==> config.mk <==
export PLATFORM = sky130hd
export DESIGN_NAME = node_status_led_sequencer
export DESIGN_NICKNAME = d
export VERILOG_FILES = /design/src/verilog/lamp_pkg.sv /design/src/verilog/blink_if.sv /design/src/verilog/blink_divider.sv /design/src/verilog/lamp_pattern.sv /design/src/verilog/node_status_led_sequencer.sv
export SDC_FILE = /design/constraint.sdc
export NUM_CORES = 1
export LEC_CHECK = 0
export ABC_CLOCK_PERIOD_IN_PS = 2400
export BUFFER_PORTS_ARGS = -buffer_cell sky130_fd_sc_hd__buf_4
export CELL_PAD_IN_SITES_DETAIL_PLACEMENT = 1
export CELL_PAD_IN_SITES_GLOBAL_PLACEMENT = 2
export CORE_MARGIN = 2
export CORE_UTILIZATION = 41
export DETAILED_ROUTE_END_ITERATION = 12
export PLACE_DENSITY = 0.75
export SLEW_MARGIN = 5
export SYNTH_ARGS = -nofsm -noshare
export SYNTH_HDL_FRONTEND = slang
export SYNTH_SLANG_ARGS = --single-unit
export TNS_END_PERCENT = 10
==> constraint.sdc <==
create_clock -name i_clock -period 2.4 [get_ports i_clock]
set_clock_uncertainty 0.1 [all_clocks]
set_input_delay 0.12 -clock i_clock [delete_from_list [all_inputs] [get_ports i_clock]]
set_output_delay 0.12 -clock i_clock [all_outputs]
set_load 0.05 [all_outputs]
==> src/verilog/lamp_pkg.sv <==
// Constants and types shared by the status lamp sequencer
`default_nettype none
package lamp_pkg;
    localparam int unsigned CLK_HZ          = 100_000_000;
    localparam int unsigned LAMP_TEST_MS    = 500;
    localparam int unsigned LAMP_TEST_CYC   = CLK_HZ / 1000 * LAMP_TEST_MS;
    localparam int unsigned HALF_2HZ_CYC    = CLK_HZ / 4;
    localparam int unsigned MAX_NODES       = 32;
    localparam int unsigned NODE_CNT_W      = 7;
    localparam int unsigned TEST_PHASES     = 3;

    typedef enum logic [1:0] {
        PHASE_GREEN,
        PHASE_RED,
        PHASE_OFF
    } test_phase_e;

    typedef enum {
        ST_TEST,
        ST_SYNC,
        ST_RUN
    } seq_state_e;

    // Pattern selected for the status lamp
    typedef enum logic [3:0] {
        PAT_OFF,
        PAT_GREEN,
        PAT_GREEN_1HZ,
        PAT_GREEN_HALF_HZ,
        PAT_GREEN_2HZ,
        PAT_GREEN_1HZ_NOLINK,
        PAT_RED_GREEN_2HZ,
        PAT_RED_1HZ,
        PAT_RED_2HZ,
        PAT_RED
    } pattern_e;
endpackage : lamp_pkg
`default_nettype wire

==> src/verilog/blink_if.sv <==
// Blink phase bundle from the divider to the lamp logic
`default_nettype none
interface blink_if;
    logic ph_2hz;
    logic ph_1hz;
    logic ph_half_hz;
    logic ph_4hz;
    modport src (output ph_2hz, output ph_1hz, output ph_half_hz, output ph_4hz);
    modport dst (input ph_2hz, input ph_1hz, input ph_half_hz, input ph_4hz);
endinterface : blink_if
`default_nettype wire

==> src/verilog/blink_divider.sv <==
// Square-wave blink phases at 4, 2, 1 and 0.5 Hz
`default_nettype none
module blink_divider
    import lamp_pkg::*;
#(
    parameter int unsigned HALF_CYC = HALF_2HZ_CYC
) (
    input  wire logic i_clock,
    input  wire logic i_rst_b,
    input  wire logic i_restart,
    blink_if.src      blink
);
    logic [31:0] cnt_q;
    logic [31:0] cnt_d;
    logic [3:0]  ph_q;
    logic [3:0]  ph_d;

    // Binary chain of toggles keeps every rate at 50 percent duty
    always_comb begin
        cnt_d = cnt_q + 32'h1;
        ph_d  = ph_q;
        if (i_restart) begin
            cnt_d = '0;
            ph_d  = '0;
        end else if (cnt_q >= 32'(HALF_CYC / 2 - 1)) begin
            cnt_d = '0;
            ph_d  = ph_q + 4'h1;
        end
    end

    always_ff @(posedge i_clock or negedge i_rst_b) begin
        if (!i_rst_b) begin
            cnt_q <= '0;
            ph_q  <= '0;
        end else begin
            cnt_q <= cnt_d;
            ph_q  <= ph_d;
        end
    end

    assign blink.ph_4hz     = ph_q[0];
    assign blink.ph_2hz     = ph_q[1];
    assign blink.ph_1hz     = ph_q[2];
    assign blink.ph_half_hz = ph_q[3];
endmodule : blink_divider
`default_nettype wire

==> src/verilog/lamp_pattern.sv <==
// Maps a selected pattern and blink phases to red and green drive
`default_nettype none
module lamp_pattern
    import lamp_pkg::*;
(
    input  wire pattern_e i_pattern,
    blink_if.dst          blink,
    output logic          o_green,
    output logic          o_red
);
    always_comb begin
        o_green = 1'b0;
        o_red   = 1'b0;
        unique case (i_pattern)
            PAT_OFF:              ;
            PAT_GREEN:            o_green = 1'b1;
            PAT_GREEN_1HZ:        o_green = blink.ph_1hz;
            PAT_GREEN_HALF_HZ:    o_green = blink.ph_half_hz;
            PAT_GREEN_2HZ:        o_green = blink.ph_2hz;
            // Short flash at 1 Hz sets it apart from the plain 1 Hz blink
            PAT_GREEN_1HZ_NOLINK: o_green = blink.ph_1hz & blink.ph_2hz;
            PAT_RED_GREEN_2HZ: begin
                o_red   = blink.ph_2hz;
                o_green = ~blink.ph_2hz;
            end
            PAT_RED_1HZ:          o_red = blink.ph_1hz;
            PAT_RED_2HZ:          o_red = blink.ph_2hz;
            PAT_RED:              o_red = 1'b1;
            default:              ;
        endcase
    end
endmodule : lamp_pattern
`default_nettype wire

==> src/verilog/node_status_led_sequencer.sv <==
// Status lamp sequencer for one node of the sensor cascade
// Overview of operation
// - After reset, lamp test lights every lamp in each colour briefly.
// - Lamp test starts on the shared start pulse, in step with all nodes.
// - After test, wait for sync done, then show operating patterns.
// - Steady green when this node, downstream and accessories run error-free.
// - Steady green with channels not both green means this node shut down.
// - Green 1 Hz for downstream shutdown or downstream channel error.
// - Green 0.5 Hz when driver link exists but cascade comms broke.
// - Green 0.5 Hz also when more than 32 nodes sit on one line.
// - Green 2 Hz while initialising and establishing communication.
// - Distinct 1 Hz green flash when comms lost and no driver link.
// - Red/green alternate 2 Hz on node count, type or position error.
// - Red 1 Hz on local error; channel lamps tell the error kind.
// - Own red 2 Hz pattern for critical error on a downstream node.
// - Steady red after local critical error, held until power cycle.
// - Nodes upstream of a fault blink; the faulty node blinks only for a channel error.
// - Lamp shows both communication state and the unit's own state.
// - Error on one channel lamp is discrepancy, on both is sequence.
`default_nettype none
module node_status_led_sequencer
    import lamp_pkg::*;
#(
    parameter int unsigned TEST_CYC  = LAMP_TEST_CYC,
    parameter int unsigned HALF_CYC  = HALF_2HZ_CYC,
    parameter int unsigned MAX_NODE  = MAX_NODES
) (
    input  wire logic                  i_clock,
    input  wire logic                  i_rst_b,
    input  wire logic                  i_test_start,
    input  wire logic                  i_sync_done,
    input  wire logic                  i_init_active,
    input  wire logic                  i_driver_link,
    input  wire logic                  i_comm_lost,
    input  wire logic [NODE_CNT_W-1:0] i_node_count,
    input  wire logic                  i_config_error,
    input  wire logic                  i_down_shutdown,
    input  wire logic                  i_down_chan_error,
    input  wire logic                  i_down_critical,
    input  wire logic                  i_local_critical,
    input  wire logic                  i_local_shutdown,
    input  wire logic [1:0]            i_chan_on,
    input  wire logic [1:0]            i_chan_error,
    output logic                       o_module_status_lamp_green,
    output logic                       o_module_status_lamp_red,
    output logic [1:0]                 o_chan_lamp_green,
    output logic                       o_discrepancy_error,
    output logic                       o_sequence_error,
    output logic                       o_test_busy
);
    // Two-flop synchronisers for all pin-level inputs
    localparam int unsigned NSYNC = 15 + NODE_CNT_W;
    logic [NSYNC-1:0] raw;
    logic [NSYNC-1:0] s1_q;
    logic [NSYNC-1:0] s2_q;
    assign raw = {i_test_start, i_sync_done, i_init_active, i_driver_link, i_comm_lost,
                  i_node_count, i_config_error, i_down_shutdown, i_down_chan_error,
                  i_down_critical, i_local_critical, i_local_shutdown,
                  i_chan_on, i_chan_error};

    always_ff @(posedge i_clock or negedge i_rst_b) begin
        if (!i_rst_b) begin
            s1_q <= '0;
            s2_q <= '0;
        end else begin
            s1_q <= raw;
            s2_q <= s1_q;
        end
    end

    logic                  test_start;
    logic                  sync_done;
    logic                  init_active;
    logic                  driver_link;
    logic                  comm_lost;
    logic [NODE_CNT_W-1:0] node_count;
    logic                  config_error;
    logic                  down_shutdown;
    logic                  down_chan_error;
    logic                  down_critical;
    logic                  local_critical;
    logic                  local_shutdown;
    logic [1:0]            chan_on;
    logic [1:0]            chan_error;
    assign {test_start, sync_done, init_active, driver_link, comm_lost, node_count,
            config_error, down_shutdown, down_chan_error, down_critical,
            local_critical, local_shutdown, chan_on, chan_error} = s2_q;

    // Sequencer: lamp test, sync wait, run
    seq_state_e  state_q;
    seq_state_e  state_d;
    test_phase_e phase_q;
    test_phase_e phase_d;
    logic [31:0] tcnt_q;
    logic [31:0] tcnt_d;
    logic        armed_q;
    logic        armed_d;
    logic        crit_q;
    logic        crit_d;

    always_comb begin
        state_d = state_q;
        phase_d = phase_q;
        tcnt_d  = tcnt_q;
        armed_d = armed_q;
        // Latched until power cycle; only reset clears it
        crit_d  = crit_q | local_critical;
        unique case (state_q)
            ST_TEST: begin
                if (!armed_q) begin
                    // Hold until the common start so all nodes test together
                    if (test_start) begin
                        armed_d = 1'b1;
                        tcnt_d  = '0;
                    end
                end else if (tcnt_q >= 32'(TEST_CYC - 1)) begin
                    tcnt_d = '0;
                    if (phase_q == PHASE_RED) begin
                        phase_d = PHASE_OFF;
                        state_d = ST_SYNC;
                    end else begin
                        phase_d = PHASE_RED;
                    end
                end else begin
                    tcnt_d = tcnt_q + 32'h1;
                end
            end
            ST_SYNC: begin
                if (sync_done) begin
                    state_d = ST_RUN;
                end
            end
            ST_RUN: ;
        endcase
    end

    always_ff @(posedge i_clock or negedge i_rst_b) begin
        if (!i_rst_b) begin
            state_q <= ST_TEST;
            phase_q <= PHASE_GREEN;
            tcnt_q  <= '0;
            armed_q <= 1'b0;
            crit_q  <= 1'b0;
        end else begin
            state_q <= state_d;
            phase_q <= phase_d;
            tcnt_q  <= tcnt_d;
            armed_q <= armed_d;
            crit_q  <= crit_d;
        end
    end

    // Shared divider, restarted with the test so all nodes blink in phase
    blink_if blink ();
    blink_divider #(
        .HALF_CYC (HALF_CYC)
    ) u_div (
        .i_clock   (i_clock),
        .i_rst_b   (i_rst_b),
        .i_restart (state_q == ST_TEST && !armed_q),
        .blink     (blink)
    );

    // Pattern priority
    pattern_e pat;
    logic     too_many;
    assign too_many = node_count > NODE_CNT_W'(MAX_NODE);

    always_comb begin
        // Own state takes precedence over comms, comms over downstream
        if (crit_q) begin
            pat = PAT_RED;
        end else if (|chan_error) begin
            pat = PAT_RED_1HZ;
        end else if (config_error) begin
            pat = PAT_RED_GREEN_2HZ;
        end else if (too_many) begin
            pat = PAT_GREEN_HALF_HZ;
        end else if (comm_lost && driver_link) begin
            pat = PAT_GREEN_HALF_HZ;
        end else if (comm_lost) begin
            pat = PAT_GREEN_1HZ_NOLINK;
        end else if (init_active) begin
            pat = PAT_GREEN_2HZ;
        end else if (down_critical) begin
            pat = PAT_RED_2HZ;
        end else if (down_shutdown || down_chan_error) begin
            // Upstream nodes blink so a shut-down node sits at the first steady lamp
            pat = PAT_GREEN_1HZ;
        end else begin
            // Own shutdown shows on channel lamps, module lamp stays green
            pat = PAT_GREEN;
        end
    end

    logic run_green;
    logic run_red;
    lamp_pattern u_pat (
        .i_pattern (pat),
        .blink     (blink),
        .o_green   (run_green),
        .o_red     (run_red)
    );

    // Output stage
    logic       ms_g_d;
    logic       ms_r_d;
    logic [1:0] ch_g_d;
    logic       disc_d;
    logic       seq_d;
    logic       ms_g_q;
    logic       ms_r_q;
    logic [1:0] ch_g_q;
    logic       disc_q;
    logic       seq_q;
    logic       busy_q;

    always_comb begin
        ms_g_d = 1'b0;
        ms_r_d = 1'b0;
        ch_g_d = 2'b00;
        disc_d = 1'b0;
        seq_d  = 1'b0;
        unique case (state_q)
            ST_TEST: begin
                if (armed_q) begin
                    ms_g_d = (phase_q == PHASE_GREEN);
                    ms_r_d = (phase_q == PHASE_RED);
                    ch_g_d = {2{phase_q == PHASE_GREEN}};
                end
            end
            ST_SYNC: ;
            ST_RUN: begin
                ms_g_d = run_green;
                ms_r_d = run_red;
                disc_d = ^chan_error;
                seq_d  = &chan_error;
                for (int i = 0; i < 2; i++) begin
                    // Faulty channel flashes, healthy one shows its level
                    ch_g_d[i] = chan_error[i] ? blink.ph_4hz : chan_on[i];
                end
            end
        endcase
    end

    always_ff @(posedge i_clock or negedge i_rst_b) begin
        if (!i_rst_b) begin
            ms_g_q <= 1'b0;
            ms_r_q <= 1'b0;
            ch_g_q <= 2'b00;
            disc_q <= 1'b0;
            seq_q  <= 1'b0;
            busy_q <= 1'b1;
        end else begin
            ms_g_q <= ms_g_d;
            ms_r_q <= ms_r_d;
            ch_g_q <= ch_g_d;
            disc_q <= disc_d;
            seq_q  <= seq_d;
            busy_q <= (state_d != ST_RUN);
        end
    end

    assign o_module_status_lamp_green = ms_g_q;
    assign o_module_status_lamp_red   = ms_r_q;
    assign o_chan_lamp_green          = ch_g_q;
    assign o_discrepancy_error        = disc_q;
    assign o_sequence_error           = seq_q;
    assign o_test_busy                = busy_q;

    a_crit_held: assert property (@(posedge i_clock) disable iff (!i_rst_b)
        crit_q |=> crit_q) else $error("critical latch dropped");
    a_crit_red: assert property (@(posedge i_clock) disable iff (!i_rst_b)
        (crit_q && state_q == ST_RUN) |=> (ms_r_q && !ms_g_q))
        else $error("critical error not steady red");
    a_no_run_unsynced: assert property (@(posedge i_clock) disable iff (!i_rst_b)
        (state_q == ST_SYNC && !sync_done) |=> state_q == ST_SYNC)
        else $error("left sync without done");
    a_test_waits: assert property (@(posedge i_clock) disable iff (!i_rst_b)
        (state_q == ST_TEST && !armed_q) |=> (!ms_g_q && !ms_r_q))
        else $error("lamp lit before common start");
    a_test_green: assert property (@(posedge i_clock) disable iff (!i_rst_b)
        $rose(armed_q) |=> (ms_g_q && !ms_r_q))
        else $error("lamp test green phase missing");
    a_seq_both: assert property (@(posedge i_clock) disable iff (!i_rst_b)
        (state_q == ST_RUN && chan_error == 2'b11) |=> (seq_q && !disc_q))
        else $error("sequence error not flagged");
    a_disc_one: assert property (@(posedge i_clock) disable iff (!i_rst_b)
        (state_q == ST_RUN && ^chan_error) |=> (disc_q && !seq_q))
        else $error("discrepancy error not flagged");
    a_local_red: assert property (@(posedge i_clock) disable iff (!i_rst_b)
        (state_q == ST_RUN && !crit_q && |chan_error) |=> !ms_g_q)
        else $error("local error shows green");
    a_cfg_prio: assert property (@(posedge i_clock) disable iff (!i_rst_b)
        (!crit_q && |chan_error) |-> pat == PAT_RED_1HZ)
        else $error("priority order broken");
    a_steady_green: assert property (@(posedge i_clock) disable iff (!i_rst_b)
        (state_q == ST_RUN && !crit_q && chan_error == 2'b00 && !config_error
         && !too_many && !comm_lost && !init_active && !down_critical
         && !down_shutdown && !down_chan_error) |=> ms_g_q && !ms_r_q)
        else $error("normal state not steady green");
    // Own shutdown must not dim or redden the module lamp
    a_own_shutdown: assert property (@(posedge i_clock) disable iff (!i_rst_b)
        (state_q == ST_RUN && local_shutdown && pat == PAT_GREEN) |=> ms_g_q && !ms_r_q)
        else $error("own shutdown changed module lamp");
endmodule : node_status_led_sequencer
`default_nettype wire

Word level (Yosys, flattened, before mapping)
Cells that the tools add are included.
W data, S select, Z words.
Word-level totals
  bits in registers: 155
  bits in latches: 0
  RAM bits: 0
  memory bits (read-only): 0
  bits of input ports: 24
  logic and storage cells: 88
  memories: 0
Cells by class
  $add $sub $neg: 3
  multipliers: 0
  div/mod/pow operators: 0
  magnitude comparators: 3
  equality and inequality tests: 13
  shift operators: 0
  multiplexer cells: 36
  bitwise operators: 3
  reduce and logical (&&, ||, !) cells: 15
Operators by type and width (number)
  $mux W32: 9
  $add A32 B1 Y32 const B: 2
  $logic_not A32 Y1: 2
  $pmux W32 S2: 1
  $mux W4: 10
  $eq A32 B1 Y1 const B: 1
  $eq A32 B2 Y1 const B: 1
  $ge A32 B24 Y1 const B: 1
  $ge A32 B26 Y1 const B: 1
  $ne A32 B3 Y1 const B: 1
  $eq A4 B3 Y1 const B: 4
  $eq A4 B2 Y1 const B: 2
  $eq A4 B4 Y1 const B: 2
  $mux W1: 8
  $gt A7 B6 Y1 const B: 1
  $mux W2: 3
  $pmux W1 S6: 1
  $add A4 B1 Y4 const B: 1
  $eq A4 B1 Y1 const B: 1
  $pmux W1 S2: 2
  $pmux W2 S2: 1
  $reduce_and A2 Y1: 2
  $reduce_bool A2 Y1: 2
  $reduce_or A2 Y1: 2
  other kinds (11): 12

Depth between registers and ports, before layout
  word-level depth: 14
  depth in mapped cells: 9
  gate-level depth less buffers: 8

Hierarchy
Synthesis repeated with hierarchy kept, for this count alone.
Unflattened totals
  cells, all modules: 556
  area, all modules: 6341.1 um^2
Modules (own cells, without submodules)
  node_status_led_sequencer: instances 1, cells an instance 375, area each 4501.8 um^2, sequential area each 2929.1 um^2
  blink_divider: instances 1, cells an instance 166, area each 1756.7 um^2, sequential area each 900.9 um^2
  lamp_pattern: instances 1, cells an instance 15, area each 82.6 um^2, sequential area each 0.0 um^2

Worst setup path after synthesis
Ideal clock, no wire load.
  kind: reg2reg
  start point: register tcnt_q[29]
  end point: register phase_q[0]
  data arrival time: 1.932 ns
  data required time: 2.173 ns
  path slack: 0.240 ns
  stages on the path, launching flop included: 7
  buffers on the path: 0
  clock period less this slack: 2.160 ns
  cells stage by stage: dfrtp_1 > or4_1 > nor3_2 > o31a_1 > o21a_1 > nand2b_4 > mux2_1
On the way
  longest elaborated chain between the ends: 2
Ends and longest elaborated chain
  start, declared: RTL line node_status_led_sequencer.sv:94  | logic [31:0] tcnt_q;
  start signal, assigned: RTL line node_status_led_sequencer.sv:147  | tcnt_q <= tcnt_d;
  $ge A32 B26 Y1: RTL line node_status_led_sequencer.sv:116  | end else if (tcnt_q >= 32'(TEST_CYC - 1)) begin
  $reduce_and A3 Y1 (no line)
  end signal, assigned: RTL line node_status_led_sequencer.sv:146  | phase_q <= phase_d;
  end, declared: RTL line node_status_led_sequencer.sv:92  | test_phase_e phase_q;
No other way between the ends.
A chain may end at the register's enable or synchronous reset.

Worst setup path after layout
  start point: register tcnt_q[29]
  end point: register tcnt_q[13]
On the way
  longest elaborated chain between the ends: 3
Ends and longest elaborated chain
  $ge A32 B26 Y1: RTL line node_status_led_sequencer.sv:116
  $mux W32: RTL line node_status_led_sequencer.sv:116
  $mux W32: RTL line node_status_led_sequencer.sv:110  | if (!armed_q) begin
No other way between the ends.

==> flow_summary.ini <==
[clock_network]
root_buffer = clkbuf_16
clkLatencyLatePin_ps = 430
h-tree-depth = 4
clock-sinks = 153
clkTransAtPathRegs_ps = 60
clock_path_buffers = 2
cts_tree = built
cts_buffers = 17

[yosys]
synth_compound_area_share_pct = 9.934
synth_top_family_by_area = simple AND/OR/NAND/NOR gates
synth_area_sq_um = 6058
synthCells = 523
synth-main-ff-cell = dfrtp_1
ys_seq_area_share_pct = 63.22
synth_top_area_share_pct = 62.78
synth_edf_count = 0
synth_area_per_cell_sq_um = 11.58
synth-xor-area-share_pct = 3.181
ys_top_cells_by_count = 152 x dfrtp_1, 46 x nor2_1, 33 x clkbuf_1, 27 x nand2_1
ys_warn_count = 0
yosysMostFrequentCell = dfrtp_1
muxShareOfSynthArea_pct = 1.363
synth_simple_gate_area_share_pct = 17.41
ys_types = 55
synth-seq-cells = 153
synthAdderAreaFrac_pct = 1.033
async_reset_ff_share_pct = 100.0
synth_area_leaders = dfrtp_1 63%, nor2_1 2.9%, clkbuf_1 2.0%
synth_top_area_cell = dfrtp_1

[global_routing]
overflow = 0
antenna_found_initial = 0
grt_max_degree = 63
grt_pass1_wl_mm = 21.63
grt.total_usage_pct = 17.26
grt_pass1_vias = 4424

[final_layout]
diodes = 0
fillers = 1502
post-route-util_pct = 52.20
multi_input_area_sq_um = 2093
layout.area.seq_sq_um = 3830
num-nets-final = 625
area_growth_pct = 24.76
drive_gt1_share_pct = 19.38

[drt]
vias_per_cell = 5.083
finalWirelength_mm = 12.81
drt_first_pass_iters = 4
first_iter_violations = 119
num_vias = 4031
wl_per_cell_um = 16.15
drc = 0
ant_nets = 0

[job]
max_cap_violations = 0

[place]
routabilityCongestion = 0.7658
place.detailed.hpwl_mm = 8.381
place.port_buffers = 29

[min_path]
hp-class = input pin to async pin

[worst_setup_path]
path_cells = or4_4 > nor3_4 > a41oi_2 > o211ai_2 > buf_12 > o21ai_1 > a22o_1
worstPathArrival_ps = 2600
endpoint_kind = register
path_class = register to register
startpoint_type = register
crit_path_max_fanout = 18
required_ps = 2610
slowest_stage = or4_4
path_delay_family = simple AND/OR/NAND/NOR gates
slowest_delay_ps = 560
path_buf_inv = 1

[sta]
drv_slew = 0
grt_setup_unrepaired = yes
hold_viol_final = 0
period_share_pct = 99.77
fmax_ghz = 0.4176
relSlewSlack_pct = 63.06
hold_ws_ps = 122.6
setup_viol_count_final = 0
post-route-min-period_ps = 2395
worstMarginPinSlew_ps = 554.1

[floorplanning]
dieArea_sq_um = 15770
core_area_sq_um = 14480
start_util_pct = 41.84
ios = 31
rows = 44
die_w_um = 125.6
fp.dieH_um = 125.6

[outcome]
status = complete, no violations

[pwr]
leakage_nw = 3.532
power_per_cell_area_nw_per_um2 = 776.4
ir_worst_vdd_mv = 0.5230
[path summary, 6_finish.rpt]
check	startpoint	end	slack [ps]	cells after the start
setup / recovery	tcnt_q[29]	tcnt_q[13]	5	7
hold / removal	i_rst_b	s2_q[14]	120	2
setup reg to reg	tcnt_q[29]	tcnt_q[13]	5	7
hold reg to reg	s1_q[13]	s2_q[13]	250	0
max in group asynchronous	i_rst_b	u_div.cnt_q[30]	1290	3
min in group i_clock	i_chan_on[1]	s1_q[3]	250	2
[stage by stage]
stage	power (mW)	instance area, sq um	setup WS (ps)	std cells	TNS [ps]
after floorplan	3.034	6085	240.2	530	0
after global placement	3.175	6654	58.55	736	0
after detailed placement	3.206	6654	44.53	736	0
after CTS	5.943	7486	16.13	791	0
after global routing	6.117	7559	-76.97	793	-810.9
final	5.869	7559	5.495	793	0
[placed cells by master, fill, tap and decap left out, types with 3 or more instances in the layout]
cell type and n:
a21o_1 10, a21oi_1 7, a22o_1 12, a31oi_1 5, and2_1 5, and3_1 19, and4_1 8, buf_12 3
buf_4 60, clkbuf_16 17, clkinvlp_4 3, conb_1 8, dfrtp_1 152, dlygate4sd3_1 22, ha_1 5, inv_1 15
inv_6 4, mux2i_1 6, nand2_1 27, nand2b_1 3, nand3_1 13, nand3b_1 3, nand4_1 9, nor2_1 46
nor2b_1 11, nor3_1 9, nor3b_1 7, nor4_1 13, nor4_2 4, o21ai_0 18, o21ai_1 11, or3_1 6
xnor2_1 8, xor2_1 14
[cell type report]
| cell class | instances | share of cell area [%] |
|---|---|---|
| clock buffers | 21 | 6.092 |
| clock inverters | 11 | 1.788 |
| inverters | 15 | 0.7449 |
| multi-input cells | 322 | 27.69 |
| flip-flops and latches | 153 | 50.67 |
| well taps | 184 | 3.046 |
| repair buffers | 87 | 9.965 |
[routing by layer]
layer | track usage (%) | routed length (um) | vias to the layer above
met5 | 0 | 0 | -
met4 | 5.882 | 146 | 0
met3 | 4.279 | 293 | 13
met2 | 29.22 | 6527 | 35
met1 | 21.69 | 5842 | 2027
li1 | - | - | 1956
[flip-flops by register name, indices dropped and copies added, names as in the netlist, 2 cells and up]
signal             cells
phase_q                2
state_q               32
u_div.ph_q             4
s2_q                  21
o_chan_lamp_green      2
u_div.cnt_q           32
s1_q                  21
tcnt_q                32
[logic make-up after synthesis]
family	count (synthesis)
and+or+nand+nor	194
DFF	153
AOI/OAI and AO/OA	85
buffers and inverters	55
xor gates and xnor gates	22
muxes	8
adders and majority gates	5
other	1
[where the power goes]
| group | switching (mW) | internal (mW) | total (mW) | leakage (nW) |
|---|---|---|---|---|
| Clock | 1.07 | 1.60 | 2.67 | 0.281 |
| Sequential | 0.134 | 2.70 | 2.84 | 1.97 |
| Combinational | 0.177 | 0.186 | 0.362 | 1.28 |
| Total | 1.38 | 4.49 | 5.87 | 3.53 |
[repair_timing]
item	CTS	global route
pin swaps	1	10
hold endpoints to repair	75	0
setup endpoints to repair	12	59
setup buffers	1	2
hold buffers	22	0
resized for setup	1	13
Note: power is estimated with default switching activity, not from simulation.
